[src/omsq_cfg.svh]
/*
  timing, offset and field macros of the operating mode sequencer.
  assumes a 40 MHz system clock; times are in microseconds.
*/
`ifndef OMSQ_CFG_SVH
`define OMSQ_CFG_SVH

// ----------------------------------------------------------------------
// clock and times
// ----------------------------------------------------------------------
`define OMSQ_CLK_MHZ 40
`define OMSQ_FIRST_BOOT_US 1000
`define OMSQ_SECOND_BOOT_US 2000
`define OMSQ_HIB_ENTRY_US 1000
`define OMSQ_ASLP_TICK_US 1000
`define OMSQ_FIRST_BOOT_CYC (`OMSQ_FIRST_BOOT_US * `OMSQ_CLK_MHZ)
`define OMSQ_SECOND_BOOT_CYC (`OMSQ_SECOND_BOOT_US * `OMSQ_CLK_MHZ)
`define OMSQ_HIB_ENTRY_CYC (`OMSQ_HIB_ENTRY_US * `OMSQ_CLK_MHZ)
`define OMSQ_ASLP_TICK_CYC (`OMSQ_ASLP_TICK_US * `OMSQ_CLK_MHZ)

// ----------------------------------------------------------------------
// device register offsets and fields
// ----------------------------------------------------------------------
`define OMSQ_AW 4
`define OMSQ_DW 8
`define OMSQ_REG_CTRL_ONE 4'h0
`define OMSQ_REG_CTRL_FOUR 4'h1
`define OMSQ_REG_CTRL_FIVE 4'h2
`define OMSQ_REG_ASLP 4'h3
`define OMSQ_REG_STATUS 4'h4
`define OMSQ_BIT_ACTIVE 0
`define OMSQ_BIT_PIN2_FUNC 0
`define OMSQ_BIT_HIB_EN 0
`define OMSQ_RST_ASLP 8'h00

// ----------------------------------------------------------------------
// host command port offsets and fields
// ----------------------------------------------------------------------
`define OMSQ_HREG_PINS 4'h0
`define OMSQ_HREG_DADDR 4'h1
`define OMSQ_HREG_DWRITE 4'h2
`define OMSQ_HREG_DREAD 4'h3
`define OMSQ_HREG_DRDATA 4'h4
`define OMSQ_HBIT_MOTION 0
`define OMSQ_HBIT_WAKE 1
`define OMSQ_HBIT_TRIG 2

`endif

[src/omsq_pkg.sv]
/*
  types of the operating mode sequencer.
  assumes nothing beyond the cfg header.
*/
package omsq_pkg;
  // operating states of the device
  typedef enum logic [2:0] {
    OMSQ_BOOT,
    OMSQ_STANDBY,
    OMSQ_HIBERNATE,
    OMSQ_EXTERNAL_TRIGGER_STATE,
    OMSQ_WAKE,
    OMSQ_SLEEP
  } omsq_state_t;
endpackage

[src/omsq_if.sv]
/*
  link between the host controller and the sensor mode sequencer.
  assumes one shared clock; all pins are host driven levels except read data.
*/
`timescale 1ns/1ps
`include "omsq_cfg.svh"

interface omsq_if;
  logic motion_line;
  logic wake_pin;
  logic trig_pin;
  logic [`OMSQ_AW-1:0] reg_addr;
  logic [`OMSQ_DW-1:0] reg_wdata;
  logic reg_we;
  logic reg_re;
  logic [`OMSQ_DW-1:0] reg_rdata;

  modport dev (
    input motion_line, wake_pin, trig_pin, reg_addr, reg_wdata, reg_we, reg_re,
    output reg_rdata
  );
  modport host (
    output motion_line, wake_pin, trig_pin, reg_addr, reg_wdata, reg_we, reg_re,
    input reg_rdata
  );
endinterface

[src/omsq_dev.sv]
/*
  device end: operating mode sequencer of the motion sensor.
  assumes host pins synchronous to i_clk; power-on is i_rst_n.
*/
// Implementation choices: the address map and the strobed register port.
// How it works
// - strap low: boot, then standby
// - strap high: boot done with motion high, wake, active set
// - strap low standby: hibernate enable enters hibernate
// - strap high: motion low long forces hibernate
// - strap high: motion rising edge exits hibernate
// - strap low: host toggles wake pin to exit hibernate
// - strap low: pin function one enters trigger
// - strap low: pin function zero returns standby
// - trigger rising edge starts conversion, wake
// - triggered measurement done returns to trigger wait
// - strap high: no external trigger state
// - strap low: active bit moves standby/wake
// - strap high: motion low clears active
// - strap high: host clear enters standby
// - strap high: host set reenters wake
// - auto-sleep timer reaching count enters sleep
// - event in sleep returns to wake
// - strap high: wake pin ignored; hibernate bit enters hibernate from any run state
// - strap high: debounce motion low before hibernate
// - hibernate exit resets all registers
`timescale 1ns/1ps
`include "omsq_cfg.svh"

module omsq_dev
  import omsq_pkg::*;
#(
  parameter int unsigned FIRST_BOOT_CYC = `OMSQ_FIRST_BOOT_CYC,
  parameter int unsigned SECOND_BOOT_CYC = `OMSQ_SECOND_BOOT_CYC,
  parameter int unsigned HIB_ENTRY_CYC = `OMSQ_HIB_ENTRY_CYC,
  parameter int unsigned ASLP_TICK_CYC = `OMSQ_ASLP_TICK_CYC
) (
  // clock and power-on reset
  input wire logic i_clk,
  input wire logic i_rst_n,
  // strap and measurement side
  input wire logic i_boot_config_strap,
  input wire logic i_meas_done,
  input wire logic i_aws_event,
  // state and measurement control
  output logic [2:0] o_state,
  output logic o_meas_start,
  output logic o_measuring,
  // link to the host
  omsq_if.dev lnk
);
  // ----------------------------------------------------------------------
  // state and registers
  // ----------------------------------------------------------------------
  omsq_state_t st_q, st_d;
  logic strap_q;
  logic active_q, pin2_q, hib_en_q;
  logic [7:0] auto_sleep_count_q;
  logic [7:0] aslp_tmr_q;
  logic [23:0] boot_cnt_q, deb_cnt_q, tick_cnt_q;
  logic motion_prev_q, wake_prev_q, trig_prev_q;
  logic trig_meas_q;
  logic meas_start_q;
  logic measuring_q;
  logic [`OMSQ_DW-1:0] rdata_q;

  // ----------------------------------------------------------------------
  // decode
  // ----------------------------------------------------------------------
  localparam logic [23:0] BOOT1_LAST = 24'(FIRST_BOOT_CYC - 1);
  localparam logic [23:0] BOOT2_LAST = 24'(SECOND_BOOT_CYC - 1);
  localparam logic [23:0] HIB_LAST = 24'(HIB_ENTRY_CYC - 1);
  localparam logic [23:0] TICK_LAST = 24'(ASLP_TICK_CYC - 1);

  // bus reachable only once booted and out of hibernate
  wire bus_ok = (st_q != OMSQ_BOOT) && (st_q != OMSQ_HIBERNATE);
  wire wr = lnk.reg_we && bus_ok;
  wire wr_one = wr && (lnk.reg_addr == `OMSQ_REG_CTRL_ONE);
  wire wr_four = wr && (lnk.reg_addr == `OMSQ_REG_CTRL_FOUR);
  wire wr_five = wr && (lnk.reg_addr == `OMSQ_REG_CTRL_FIVE);
  wire wr_aslp = wr && (lnk.reg_addr == `OMSQ_REG_ASLP);
  wire [`OMSQ_DW-1:0] rd_mux =
    (lnk.reg_addr == `OMSQ_REG_CTRL_ONE) ? {7'h00, active_q} :
    (lnk.reg_addr == `OMSQ_REG_CTRL_FOUR) ? {7'h00, pin2_q} :
    (lnk.reg_addr == `OMSQ_REG_CTRL_FIVE) ? {7'h00, hib_en_q} :
    (lnk.reg_addr == `OMSQ_REG_ASLP) ? auto_sleep_count_q :
    (lnk.reg_addr == `OMSQ_REG_STATUS) ? {5'h00, st_q} : 8'h00;

  // pin events
  wire motion_rise = lnk.motion_line && !motion_prev_q;
  wire wake_edge = lnk.wake_pin != wake_prev_q;
  wire trig_rise = lnk.trig_pin && !trig_prev_q;
  wire boot_last = strap_q ? (boot_cnt_q == BOOT2_LAST) : (boot_cnt_q == BOOT1_LAST);
  wire booted = strap_q ? (st_q == OMSQ_BOOT) && boot_last && lnk.motion_line
                        : (st_q == OMSQ_BOOT) && boot_last;
  wire in_run = (st_q == OMSQ_STANDBY) || (st_q == OMSQ_WAKE) || (st_q == OMSQ_SLEEP);
  // motion low held for the entry time (strap high only)
  wire hib_motion = strap_q && in_run && !lnk.motion_line && (deb_cnt_q == HIB_LAST);
  wire hib_reg = hib_en_q && (strap_q ? in_run : (st_q == OMSQ_STANDBY));
  wire tick = (tick_cnt_q == TICK_LAST);
  wire aslp_hit = (auto_sleep_count_q != 8'h00) && (aslp_tmr_q >= auto_sleep_count_q);
  wire leave_hib = (st_q == OMSQ_HIBERNATE) && (strap_q ? motion_rise : wake_edge);
  wire clr_regs = leave_hib;

  // ----------------------------------------------------------------------
  // next state
  // ----------------------------------------------------------------------
  always_comb begin
    st_d = st_q;
    unique case (st_q)
      OMSQ_BOOT: begin
        if (boot_last && strap_q && !lnk.motion_line) st_d = OMSQ_HIBERNATE;
        else if (booted) st_d = strap_q ? OMSQ_WAKE : OMSQ_STANDBY;
      end
      OMSQ_HIBERNATE: begin
        if (strap_q && motion_rise) st_d = OMSQ_BOOT;
        else if (!strap_q && wake_edge) st_d = OMSQ_BOOT;
      end
      OMSQ_STANDBY: begin
        if (hib_motion || hib_reg) st_d = OMSQ_HIBERNATE;
        else if (active_q) st_d = OMSQ_WAKE;
        else if (pin2_q && !strap_q) st_d = OMSQ_EXTERNAL_TRIGGER_STATE;
      end
      OMSQ_EXTERNAL_TRIGGER_STATE: begin
        if (!pin2_q || strap_q) st_d = OMSQ_STANDBY;
        else if (trig_rise) st_d = OMSQ_WAKE;
      end
      OMSQ_WAKE: begin
        if (trig_meas_q) begin
          if (i_meas_done) st_d = OMSQ_EXTERNAL_TRIGGER_STATE;
        end else if (hib_motion || hib_reg) st_d = OMSQ_HIBERNATE;
        else if (!active_q) st_d = OMSQ_STANDBY;
        else if (aslp_hit && !i_aws_event) st_d = OMSQ_SLEEP;
      end
      OMSQ_SLEEP: begin
        if (hib_motion || hib_reg) st_d = OMSQ_HIBERNATE;
        else if (!active_q) st_d = OMSQ_STANDBY;
        else if (i_aws_event) st_d = OMSQ_WAKE;
      end
      default: st_d = OMSQ_BOOT;
    endcase
  end

  // state register and strap capture
  always_ff @(posedge i_clk or negedge i_rst_n) begin
    if (!i_rst_n) begin
      st_q <= OMSQ_BOOT;
      strap_q <= 1'b0;
    end else begin
      st_q <= st_d;
      if (st_q == OMSQ_BOOT) strap_q <= i_boot_config_strap;
    end
  end

  // pin history for edge detection
  always_ff @(posedge i_clk or negedge i_rst_n) begin
    if (!i_rst_n) begin
      motion_prev_q <= 1'b0;
      wake_prev_q <= 1'b0;
      trig_prev_q <= 1'b0;
    end else begin
      motion_prev_q <= lnk.motion_line;
      wake_prev_q <= lnk.wake_pin;
      trig_prev_q <= lnk.trig_pin;
    end
  end

  // boot timer; runs from boot entry to the boot length of the captured strap
  always_ff @(posedge i_clk or negedge i_rst_n) begin
    if (!i_rst_n) begin
      boot_cnt_q <= 24'h000000;
    end else if (st_q != OMSQ_BOOT || boot_last) begin
      boot_cnt_q <= 24'h000000;
    end else begin
      boot_cnt_q <= boot_cnt_q + 24'h000001;
    end
  end

  // motion low debounce
  always_ff @(posedge i_clk or negedge i_rst_n) begin
    if (!i_rst_n) begin
      deb_cnt_q <= 24'h000000;
    end else if (!strap_q || !in_run || lnk.motion_line || hib_motion) begin
      deb_cnt_q <= 24'h000000;
    end else begin
      deb_cnt_q <= deb_cnt_q + 24'h000001;
    end
  end

  // auto-sleep tick divider and timer; any event clears the timer
  always_ff @(posedge i_clk or negedge i_rst_n) begin
    if (!i_rst_n) begin
      tick_cnt_q <= 24'h000000;
      aslp_tmr_q <= 8'h00;
    end else begin
      tick_cnt_q <= tick ? 24'h000000 : tick_cnt_q + 24'h000001;
      if (st_q != OMSQ_WAKE || i_aws_event || trig_meas_q) aslp_tmr_q <= 8'h00;
      else if (tick && aslp_tmr_q != 8'hff) aslp_tmr_q <= aslp_tmr_q + 8'h01;
    end
  end

  // control registers; hardware updates win over host writes
  always_ff @(posedge i_clk or negedge i_rst_n) begin
    if (!i_rst_n) begin
      active_q <= 1'b0;
      pin2_q <= 1'b0;
      hib_en_q <= 1'b0;
      auto_sleep_count_q <= `OMSQ_RST_ASLP;
    end else if (clr_regs) begin
      active_q <= 1'b0;
      pin2_q <= 1'b0;
      hib_en_q <= 1'b0;
      auto_sleep_count_q <= `OMSQ_RST_ASLP;
    end else begin
      if (booted && strap_q) active_q <= 1'b1;
      else if (hib_motion) active_q <= 1'b0;
      else if (wr_one) active_q <= lnk.reg_wdata[`OMSQ_BIT_ACTIVE];
      if (wr_four) pin2_q <= lnk.reg_wdata[`OMSQ_BIT_PIN2_FUNC];
      if (st_d == OMSQ_HIBERNATE) hib_en_q <= 1'b0;
      else if (wr_five) hib_en_q <= lnk.reg_wdata[`OMSQ_BIT_HIB_EN];
      if (wr_aslp) auto_sleep_count_q <= lnk.reg_wdata;
    end
  end

  // triggered conversion tracking and registered measuring flag
  always_ff @(posedge i_clk or negedge i_rst_n) begin
    if (!i_rst_n) begin
      trig_meas_q <= 1'b0;
      meas_start_q <= 1'b0;
      measuring_q <= 1'b0;
    end else begin
      meas_start_q <= (st_q == OMSQ_EXTERNAL_TRIGGER_STATE) && (st_d == OMSQ_WAKE);
      measuring_q <= (st_d == OMSQ_WAKE) || (st_d == OMSQ_SLEEP);
      if (st_q == OMSQ_EXTERNAL_TRIGGER_STATE && st_d == OMSQ_WAKE) trig_meas_q <= 1'b1;
      else if (st_q == OMSQ_WAKE && st_d != OMSQ_WAKE) trig_meas_q <= 1'b0;
    end
  end

  // register read data, one cycle after the strobe
  always_ff @(posedge i_clk or negedge i_rst_n) begin
    if (!i_rst_n) begin
      rdata_q <= 8'h00;
    end else begin
      rdata_q <= (lnk.reg_re && bus_ok) ? rd_mux : 8'h00;
    end
  end

  assign lnk.reg_rdata = rdata_q;
  assign o_state = st_q;
  assign o_meas_start = meas_start_q;
  assign o_measuring = measuring_q;
endmodule

[src/flat_wrapper.sv]
// flat-port wrapper written by rule: the top's interface ports become plain ports
module omsq_dev_flat import omsq_pkg::*;
#(
  parameter int unsigned FIRST_BOOT_CYC = `OMSQ_FIRST_BOOT_CYC,
  parameter int unsigned SECOND_BOOT_CYC = `OMSQ_SECOND_BOOT_CYC,
  parameter int unsigned HIB_ENTRY_CYC = `OMSQ_HIB_ENTRY_CYC,
  parameter int unsigned ASLP_TICK_CYC = `OMSQ_ASLP_TICK_CYC
)
  (i_clk, i_rst_n, i_boot_config_strap, i_meas_done, i_aws_event, o_state, o_meas_start, o_measuring, lnk_motion_line, lnk_wake_pin, lnk_trig_pin, lnk_reg_addr, lnk_reg_wdata, lnk_reg_we, lnk_reg_re, lnk_reg_rdata);
  omsq_if lnk_i ();
  input wire logic i_clk;
  input wire logic i_rst_n;
  input wire logic i_boot_config_strap;
  input wire logic i_meas_done;
  input wire logic i_aws_event;
  output logic [2:0] o_state;
  output logic o_meas_start;
  output logic o_measuring;
  input wire logic [$bits(lnk_i.motion_line)-1:0] lnk_motion_line;
  input wire logic [$bits(lnk_i.wake_pin)-1:0] lnk_wake_pin;
  input wire logic [$bits(lnk_i.trig_pin)-1:0] lnk_trig_pin;
  input wire logic [$bits(lnk_i.reg_addr)-1:0] lnk_reg_addr;
  input wire logic [$bits(lnk_i.reg_wdata)-1:0] lnk_reg_wdata;
  input wire logic [$bits(lnk_i.reg_we)-1:0] lnk_reg_we;
  input wire logic [$bits(lnk_i.reg_re)-1:0] lnk_reg_re;
  output wire logic [$bits(lnk_i.reg_rdata)-1:0] lnk_reg_rdata;
  assign lnk_i.motion_line = lnk_motion_line;
  assign lnk_i.wake_pin = lnk_wake_pin;
  assign lnk_i.trig_pin = lnk_trig_pin;
  assign lnk_i.reg_addr = lnk_reg_addr;
  assign lnk_i.reg_wdata = lnk_reg_wdata;
  assign lnk_i.reg_we = lnk_reg_we;
  assign lnk_i.reg_re = lnk_reg_re;
  assign lnk_reg_rdata = lnk_i.reg_rdata;
  omsq_dev #(.FIRST_BOOT_CYC(FIRST_BOOT_CYC), .SECOND_BOOT_CYC(SECOND_BOOT_CYC), .HIB_ENTRY_CYC(HIB_ENTRY_CYC), .ASLP_TICK_CYC(ASLP_TICK_CYC)) u_core (.i_clk(i_clk), .i_rst_n(i_rst_n), .i_boot_config_strap(i_boot_config_strap), .i_meas_done(i_meas_done), .i_aws_event(i_aws_event), .o_state(o_state), .o_meas_start(o_meas_start), .o_measuring(o_measuring), .lnk(lnk_i));
endmodule
[config.mk]
export PLATFORM = sky130hd
export DESIGN_NAME = omsq_dev_flat
export DESIGN_NICKNAME = d
export VERILOG_FILES = /design/src/omsq_pkg.sv /design/src/omsq_if.sv /design/src/omsq_dev.sv /design/src/flat_wrapper.sv
export VERILOG_INCLUDE_DIRS = /design/src /design/src/src
export SDC_FILE = /design/constraint.sdc
export NUM_CORES = 1
export LEC_CHECK = 0
export ABC_AREA = 0
export ABC_CLOCK_PERIOD_IN_PS = 5100
export BUFFER_PORTS_ARGS = -buffer_cell sky130_fd_sc_hd__buf_2
export CAP_MARGIN = 10
export CORE_AREA = 5 5 98 100
export DETAILED_ROUTE_END_ITERATION = 12
export DIE_AREA = 0 0 103 105
export GPL_ROUTABILITY_DRIVEN = 0
export PLACE_DENSITY_LB_ADDON = 0.08
export SLEW_MARGIN = 20
export SYNTH_ARGS = -nofsm -noshare
export SYNTH_HDL_FRONTEND = slang
export SYNTH_SLANG_ARGS = --single-unit
[constraint.sdc]
create_clock -name i_clk -period 5.1 [get_ports i_clk]
set_input_delay 0.255 -clock i_clk [delete_from_list [all_inputs] [get_ports i_clk]]
set_output_delay 0.255 -clock i_clk [all_outputs]
set_load 0.01 [all_outputs]
Word level (Yosys, flattened, before mapping) --
Index checks and enable logic that the tools add are counted.
Operators by class: order comparisons 1, equality and inequality tests 21, muxes and demuxes 47, add/subtract/negate cells 4, reduce and logical (&&, ||, !) cells 55
Operator list (number):
- 24-bit by 1-bit adder with 24-bit output, second input constant | 3
- 24-bit by 16-bit == test with 1-bit output, second input constant | 3
- 24-bit 2-to-1 mux | 3
- 8-bit 2-to-1 mux | 9
- 3-bit 2-to-1 mux | 19
- 1-bit logical AND | 27
- 24-bit by 17-bit == test with 1-bit output, second input constant | 1
- 3-bit case mux with 6 select lines | 1
- 1-bit 2-to-1 mux | 15
- 3-bit == test, second input constant | 4
- 1-bit logical OR | 11
- 3-bit by 2-bit == test with 1-bit output, second input constant | 3
- 8-bit by 1-bit adder with 8-bit output, second input constant | 1
- 4-bit by 2-bit == test with 1-bit output, second input constant | 2
- 8-bit greater-or-equal comparator | 1
- 8-bit inequality test, second input constant | 1
- 2-bit nonzero test | 4
- 8-bit nonzero test | 1
- 1-bit logical NOT | 7
- 3-bit inequality test, second input constant | 2
- 3-bit nonzero test | 2
- 4-bit by 1-bit == test with 1-bit output, second input constant | 1
- 4-bit by 3-bit == test with 1-bit output, second input constant | 1
- 4-bit logical NOT | 1
- other kinds (5) | 5
Storage, ports and cells: output and inout bits 13, logic and storage cells 145, bits of input ports 22, register bits 109

Depth between registers and ports, before layout --
Gate-level depths: netlist of the first run.
word-level depth 14, depth in mapped cells 8, gate-level depth less buffers 8

Worst setup path before layout of the first run --
No wires, ideal clock.
kind register to register, start reg u_core.deb_cnt_q[6], end reg u_core.trig_meas_q, period minus slack after synthesis 2.305 ns, setup slack 2.795 ns, cell stages (with the launch flop) 7, data arrival time 2.187 ns, buffers on the path 0, cells stage by stage dfrtp_1 -> or4_4 -> nor4_4 -> and4_4 -> nor4_1 -> or4_4 -> o21a_1
On the way: cells in the longest elaborated chain, start to end 9, elaborated cells between the ends (all ways) 14, those cells by class eq/ne (3); mux (6); reduce/logical (5)
Ends and longest elaborated chain:
- start, declared | RTL line omsq_dev.sv:60 | logic [23:0] boot_cnt_q, deb_cnt_q, tick_cnt_q;
- start signal, assigned | RTL line omsq_dev.sv:186 | deb_cnt_q <= deb_cnt_q + 24'h000001;
- 24-bit by 16-bit == test with 1-bit output * | RTL line omsq_dev.sv:98 | wire hib_motion = strap_q && in_run && !lnk.motion_line && (deb_cnt_q == HIB_LAST);
- 1-bit logical AND * | RTL line omsq_dev.sv:98
- 1-bit logical OR * | RTL line omsq_dev.sv:120, omsq_dev.sv:131, omsq_dev.sv:136
- 3-bit 2-to-1 mux | RTL line omsq_dev.sv:131 | end else if (hib_motion || hib_reg) st_d = OMSQ_HIBERNATE;
- 3-bit 2-to-1 mux | RTL line omsq_dev.sv:129 | if (trig_meas_q) begin
- 3-bit case mux with 6 select lines * | RTL line omsq_dev.sv:110 | unique case (st_q)
- via u_core.st_d[2] | RTL line omsq_dev.sv:55 | omsq_state_t st_q, st_d;
- 3-bit == test or 3-bit inequality test (tied branches) | RTL line omsq_dev.sv:234, omsq_dev.sv:235
- 1-bit logical AND (on tied branches) | RTL line omsq_dev.sv:234, omsq_dev.sv:235
- 1-bit 2-to-1 mux or 2-bit nonzero test (tied branches)
- end signal, assigned | RTL line omsq_dev.sv:228 | trig_meas_q <= 1'b0;
- end signal, assigned | RTL line omsq_dev.sv:234 | if (st_q == OMSQ_EXTERNAL_TRIGGER_STATE && st_d == OMSQ_WAKE) trig_meas_q <= 1'b1;
- end signal, assigned | RTL line omsq_dev.sv:235 | else if (st_q == OMSQ_WAKE && st_d != OMSQ_WAKE) trig_meas_q <= 1'b0;
- end, declared | RTL line omsq_dev.sv:62 | logic trig_meas_q;
Mark *: on every way through the listed nets, which the timed path passes. The rest lies on a longest branch. A chain may end at the register's enable or synchronous reset.

Worst setup path after layout of the first run --
start reg u_core.boot_cnt_q[0], end reg u_core.boot_cnt_q[10]
On the way: cells in the longest elaborated chain, start to end 4, elaborated cells between the ends (all ways) 6, those cells by class add/sub (1); eq/ne (2); mux (2); reduce/logical (1)
Ends and longest elaborated chain:
- start, declared | RTL line omsq_dev.sv:60
- start signal, assigned | RTL line omsq_dev.sv:175 | boot_cnt_q <= boot_cnt_q + 24'h000001;
- parallel branches: the longest is 3 deep, another holds 24-bit by 1-bit adder with 24-bit output
- 24-bit 2-to-1 mux * | RTL line omsq_dev.sv:172 | end else if (st_q != OMSQ_BOOT || boot_last) begin
Mark *: on every way between the ends.

==> flow_summary.ini, run 1 <==
[floorplan]
io_pins = 35
die_width_um = 103
die_y_um = 105
start_util = 0.638
rows = 34
die-area_mm2 = 0.0108
fp.coreArea_mm2 = 0.00859

[route]
routed_wl_mm = 10.5
num_vias = 4085
drt.antenna.violating_nets = 0
wl_per_cell_um = 14.6
vias_per_cell = 5.71
remaining_drc_errors = 0
drt_iter0_drc = 103
dr.pass1.iters = 4

[synth]
yosysSeqAreaShare = 0.498
synthXorXnorAreaFrac = 0.105
syn_avg_cell_area_um2 = 9.63
synth_top_area_cell = dfrtp_1
synth-edff-count = 0
synth-simple-area-share = 0.270
synth_compound_area_frac = 0.0635
syn_nets = 603
synthCells = 569
synth_ff_type = dfrtp_1
yosysWarnings = 0
synth_mux_area_frac = 0.00913
postSynth.asyncResetShare = 1.00
synth_seq_cells = 109
synthTopCellsByArea = dfrtp_1 (50%), nor2_1 (6.0%), xor2_1 (5.4%)
synthAdderAreaFrac = 0.0274
synth.distinct_cells = 56
synth_top_family_by_area = simple AND/OR/NAND/NOR gates
syn_area_mm2 = 0.00548
synth_top_cell_area_share = 0.498

[sta]
min_period_ns = 2.89
max_slew_margin = 0.313
setup_viol = 0
tightestPinTransition_ns = 1.00
hold_viol = 0
fin_skew_ns = 0.0121
tns_ns = 0
rsz0062_at_grt = no
post-route-period-util = 0.566
fmax_mhz = 346
maxSlewViolCount = 0

[critical_path]
crit_type = reg -> reg
cp-endpoint = u_core.boot_cnt_q[10]$_DFF_PN0_
arrival_ns = 3.11
cp_max_fo = 24
start_kind = register
reg2reg_setup_slack_ns = 2.21
startpoint = u_core.boot_cnt_q[0]$_DFF_PN0_
rr_endpoint = u_core.boot_cnt_q[10]$_DFF_PN0_
reg2reg_from = u_core.boot_cnt_q[0]$_DFF_PN0_
rr_worst_depth = 5
critPathCaptureType = register
crit_required_ns = 5.32

[power]
power_density_mw_per_mm2 = 239
power_frac_comb = 0.033
switchingPower_mw = 0.337
leakagePower_nw = 2.75
p_int_mw = 1.08
power_frac_seq = 0.615
vdd.ir_drop.worst_uv = 174
switching_share = 0.238
clkPwrFrac = 0.351

[clock_network]
cts_tree = done
cts.sinks = 109
clock_latency_ns = 0.37
cts_setup_buffers = 0
clock_path_buffers = 2
cts_resized = 0
cts_made_buffers = 9
htree_levels = 3
clkTransAtPathRegs_ns = 0.10
cts_root_buf = clkbuf_8

[global_routing]
met2_usage = 0.347
grt_start_max_net_pins = 65
met3_usage = 0.0486
grt_pass1_wl_mm = 18.4
met1_usage = 0.275
grt-ovfl-total = 0
track_usage = 0.208
grt_pass1_vias = 4023
antenna_found_initial = 0
busiest_layer = met2

[cells_and_area]
final_cell_area_mm2 = 0.00595
drive_gt1_frac = 0.0970
final_cell_mix = dfrtp_1 (109), nor2_1 (88), nand2_1 (52)
diodes = 0
area_growth_pct = 8.49
num-nets-final = 637
final_common_cell = dfrtp_1
n_fill_cell = 690

[placed_design]
hpwl_mm = 7.46
io_buffer_count = 34
post_dp_cell_area_mm2 = 0.00574

[hold_path]
hold_class = in -> reg
min_from = lnk_trig_pin
whs_path_depth = 1

[outcome]
status = complete, no violations

[job]
cap_violations = 0
==> cell families after synthesis <==
family / after synthesis
and+or+nand+nor: 288
DFF: 109
xor gates and xnor gates: 66
AOI/OAI and AO/OA: 51
buffers and inverters: 38
adders and majority gates: 12
muxes: 5
==> cell type report <==
| type | count | area (um^2) | share of cell area |
|---|---|---|---|
| tap | 108 | 135 | 0.0227 |
| multi-input combinational | 422 | 2610 | 0.438 |
| inverter | 23 | 86.3 | 0.0145 |
| sequential | 109 | 2730 | 0.459 |
| clock inverter | 5 | 41.3 | 0.00694 |
| clock buffer | 11 | 141 | 0.0238 |
| timing repair buffer | 38 | 208 | 0.0349 |
==> worst min-delay path by stage <==
| stage | to | slack (ns) |
|---|---|---|
| global placement | u_core.tick_cnt_q[17]$_DFF_PN0_ | 0.29 |
| finish | u_core.trig_prev_q$_DFF_PN0_ | 0.05 |
| detailed placement | u_core.tick_cnt_q[19]$_DFF_PN0_ | 0.29 |
| CTS | u_core.trig_prev_q$_DFF_PN0_ | 0.03 |
| floorplan | u_core.active_q$_DFFE_PN0P_ | -0.04 |
| global route | u_core.motion_prev_q$_DFF_PN0_ | 0.02 |
==> metrics by stage <==
step	total power, mW	util	setup WS, ns	hold slack, ns	std cells
after floorplan	0.905	-	2.79	-0.0406	569
after global placement	0.936	0.668	2.39	0.285	698
after detailed placement	0.938	0.668	2.27	0.293	698
after CTS	1.44	0.692	2.24	0.0273	716
after global routing	1.48	0.692	2.02	0.0179	716
final	1.42	0.692	2.21	0.0458	716
==> timing repair <==
action	4_1_cts	5_1_grt
hold endpoints to repair	46	0
hold buffers	2	0
setup endpoints to repair	0	0
==> metal layers <==
metal / share of wire / wire length (um) / vias to the layer above
met5: 0 / 0 / -
met4: 0.0076 / 80 / 0
met3: 0.034 / 357 / 6
met2: 0.51 / 5370 / 50
met1: 0.45 / 4680 / 1989
li1: - / - / 2040
==> sequential cells by signal (all words and copies together), names as in the netlist, 3 cells and up <==
signal / flops
u_core.o_state: 3
u_core.auto_sleep_count_q: 8
u_core.boot_cnt_q: 24
u_core.tick_cnt_q: 24
u_core.lnk.reg_rdata: 8
u_core.aslp_tmr_q: 8
u_core.deb_cnt_q: 24
==> critical path, cell delays in order, from the launching register on <==
cell and delay (ns):
dfrtp_1 0.43, ha_1 0.23, nand3_1 0.23, a2111oi_0 0.95, nand2b_1 0.77, nor2_1 0.13
==> power by group through the flow <==
| stage | logic (mW) | registers (mW) | clock network [mW] |
|---|---|---|---|
| after CTS | 0.0492 | 0.873 | 0.514 |
| after global routing | 0.0552 | 0.874 | 0.546 |
| final | 0.0473 | 0.873 | 0.498 |
| after detailed placement | 0.0477 | 0.890 | 0 |
| after global placement | 0.0464 | 0.890 | 0 |
| after floorplan | 0.0161 | 0.889 | 0 |
==> synth_stat cells (all sizes together) (4+ instances only) <==
| cell | number |
|---|---|
| a21oi | 10 |
| and2 | 6 |
| and3 | 15 |
| and4 | 7 |
| clkbuf | 12 |
| dfrtp | 109 |
| ha | 12 |
| inv | 23 |
| mux2i | 5 |
| nand2 | 52 |
| nand2b | 6 |
| nand3 | 35 |
| nand3b | 4 |
| nand4 | 11 |
| nor2 | 88 |
| nor2b | 6 |
| nor3 | 16 |
| nor3b | 4 |
| nor4 | 16 |
| o21ai | 11 |
| o31ai | 7 |
| or3 | 8 |
| or4 | 5 |
| xnor2 | 32 |
| xor2 | 34 |
Power figures use the tool's default switching activity.
==> run 2: changes to the inputs <==
--- a/config.mk
+++ b/config.mk
@@ -7,12 +7,12 @@
 export NUM_CORES = 1
 export LEC_CHECK = 0
 export ABC_AREA = 0
-export ABC_CLOCK_PERIOD_IN_PS = 5100
+export ABC_CLOCK_PERIOD_IN_PS = 3020
 export BUFFER_PORTS_ARGS = -buffer_cell sky130_fd_sc_hd__buf_2
 export CAP_MARGIN = 10
-export CORE_AREA = 5 5 98 100
+export CORE_AREA = 5 5 101 103
 export DETAILED_ROUTE_END_ITERATION = 12
-export DIE_AREA = 0 0 103 105
+export DIE_AREA = 0 0 106 108
 export GPL_ROUTABILITY_DRIVEN = 0
 export PLACE_DENSITY_LB_ADDON = 0.08
 export SLEW_MARGIN = 20
==> constraint.sdc (replaced) <==
create_clock -name i_clk -period 3.02 [get_ports i_clk]
set_input_delay 0.151 -clock i_clk [delete_from_list [all_inputs] [get_ports i_clk]]
set_output_delay 0.151 -clock i_clk [all_outputs]
set_load 0.01 [all_outputs]
==> run 2 against run 1 <==
Compared with the run above:
- design area is 2.3% higher
- clock skew rose by 0.00077 ns
- die area grew 5.9%
- final cell count increased by 2.2%
- via count rose by 0.95%
- sequential share of layout area decreased by 1.0 points
- largest power group unchanged
==> flow_summary.ini, run 2 (synthesis results as in run 1) <==
[floorplan]
rows = 35
start_util = 0.602
die_y_um = 108
fp.coreArea_mm2 = 0.00911
die-area_mm2 = 0.0114
die_width_um = 106
io_pins = 35

[route]
remaining_drc_errors = 0
dr.pass1.iters = 4
routed_wl_mm = 10.6
num_vias = 4124
drt.antenna.violating_nets = 0
vias_per_cell = 5.63
drt_iter0_drc = 134
wl_per_cell_um = 14.4

[critical_path]
start_kind = register
rr_worst_depth = 6
arrival_ns = 2.71
cp-endpoint = u_core.trig_meas_q$_DFFE_PN0P_
startpoint = u_core.deb_cnt_q[8]$_DFF_PN0_
reg2reg_from = u_core.deb_cnt_q[8]$_DFF_PN0_
critPathCaptureType = register
crit_type = reg -> reg
crit_chain = or4_4, nor4_4, and4_4, nor4_1, or4_4, o21a_1
cpMostUsedCell = or4_4
rr_endpoint = u_core.trig_meas_q$_DFFE_PN0P_
cp_max_fo = 5
reg2reg_setup_slack_ns = 0.56
cpPeakStageDelay_ns = 0.54
critPathSlowestCell = or4_4
crit_required_ns = 3.27

[sta]
fmax_mhz = 407
setup_viol = 0
min_period_ns = 2.46
fin_skew_ns = 0.0128
post-route-period-util = 0.814
tightestPinTransition_ns = 0.829
rsz0062_at_grt = no
max_slew_margin = 0.447
maxSlewViolCount = 0
tns_ns = 0
fin_ws_ns = 0.562
hold_viol = 0
hold_slack_ns = 0.0226

[cells_and_area]
postLayoutCoreUtil = 0.668
n_fill_cell = 754
final_cell_area_mm2 = 0.00608
diodes = 0
num-nets-final = 651
multiInputGateArea_mm2 = 0.00261
biggestRegsByFlops = u_core.boot_cnt_q (24), u_core.deb_cnt_q (24), u_core.tick_cnt_q (24)
final_cell_count_no_fill = 732
final_common_cell = dfrtp_1
drive_gt1_frac = 0.103
ff_latch_area_mm2 = 0.00273
area_growth_pct = 10.9
final_cell_mix = dfrtp_1 (109), nor2_1 (88), nand2_1 (52)

[power]
leakagePower_nw = 2.82
power_mw = 2.37
vdd.ir_drop.worst_uv = 250
power_density_mw_per_mm2 = 389

[global_routing]
antenna_found_initial = 0
grt_pass1_wl_mm = 18.4
grt_start_max_net_pins = 68
grt-ovfl-total = 0
track_usage = 0.196
grt_pass1_vias = 4074

[placed_design]
hpwl_mm = 7.62
post_dp_cell_area_mm2 = 0.00580
placed_cells = 706
io_buffer_count = 34
pre_cts_ws_ns = 0.580

[clock_network]
cts_made_buffers = 9
clkTransAtPathRegs_ns = 0.10
cts_setup_buffers = 0
cts_root_buf = clkbuf_8
cts_tree = done
clock_path_buffers = 2
clock_latency_ns = 0.36
htree_levels = 3
cts.sinks = 109
cts_resized = 0

[job]
cap_violations = 0

[outcome]
status = complete, no violations

[hold_path]
hold_class = in -> reg
run 2: worst min-delay path by stage:
stage                        start                                 to  depth (start not counted)
5_1_grt        i_boot_config_strap         u_core.strap_q$_DFFE_PN0P_                          3
3_3_place_gp          lnk_trig_pin       u_core.trig_prev_q$_DFF_PN0_                          1
6_report       i_boot_config_strap         u_core.strap_q$_DFFE_PN0P_                          3
4_1_cts            lnk_reg_addr[3]  u_core.lnk.reg_rdata[2]$_DFF_PN0_                          2
2_1_floorplan              i_rst_n        u_core.active_q$_DFFE_PN0P_                          0
3_5_place_dp          lnk_trig_pin       u_core.trig_prev_q$_DFF_PN0_                          1
run 2: layout make-up:
cell class                      count  share of cell area
Clock buffer                       10              0.0226
Clock inverter                      5             0.00576
Inverter                           23              0.0142
Multi-Input combinational cell    422               0.429
Sequential cell                   109               0.449
Tap cell                          111              0.0228
Timing Repair Buffer               52              0.0572
run 2: repair_timing:
item | CTS | global route
endpoints found under the setup margin | 0 | 0
endpoints found under the hold margin | 76 | 0
hold buffers | 11 | 0
run 2: layer usage:
layer / part of all wire / global-route usage / vias up
met4: 0.013 / 0.0537 / 0
met5: 0 / 0 / -
li1: - / - / 2067
met2: 0.50 / 0.344 / 44
met1: 0.46 / 0.251 / 1999
met3: 0.026 / 0.0382 / 14
run 2: critical path: cells and delay by family, from the launching register on:
| family | cells | cell delay, ns |
|---|---|---|
| AOI/OAI and AO/OA | 1 | 0.19 |
| DFF | 1 | 0.44 |
| and+or+nand+nor | 5 | 1.73 |
run 2: where the power goes:
group / total (mW) / leakage (nW) / internal [mW] / switching (mW)
registers: 1.47 / 1.47 / 1.47 / 0.00732
logic: 0.0917 / 1.26 / 0.0359 / 0.0558
clock network: 0.800 / 0.0889 / 0.322 / 0.478
total: 2.37 / 2.82 / 1.82 / 0.541
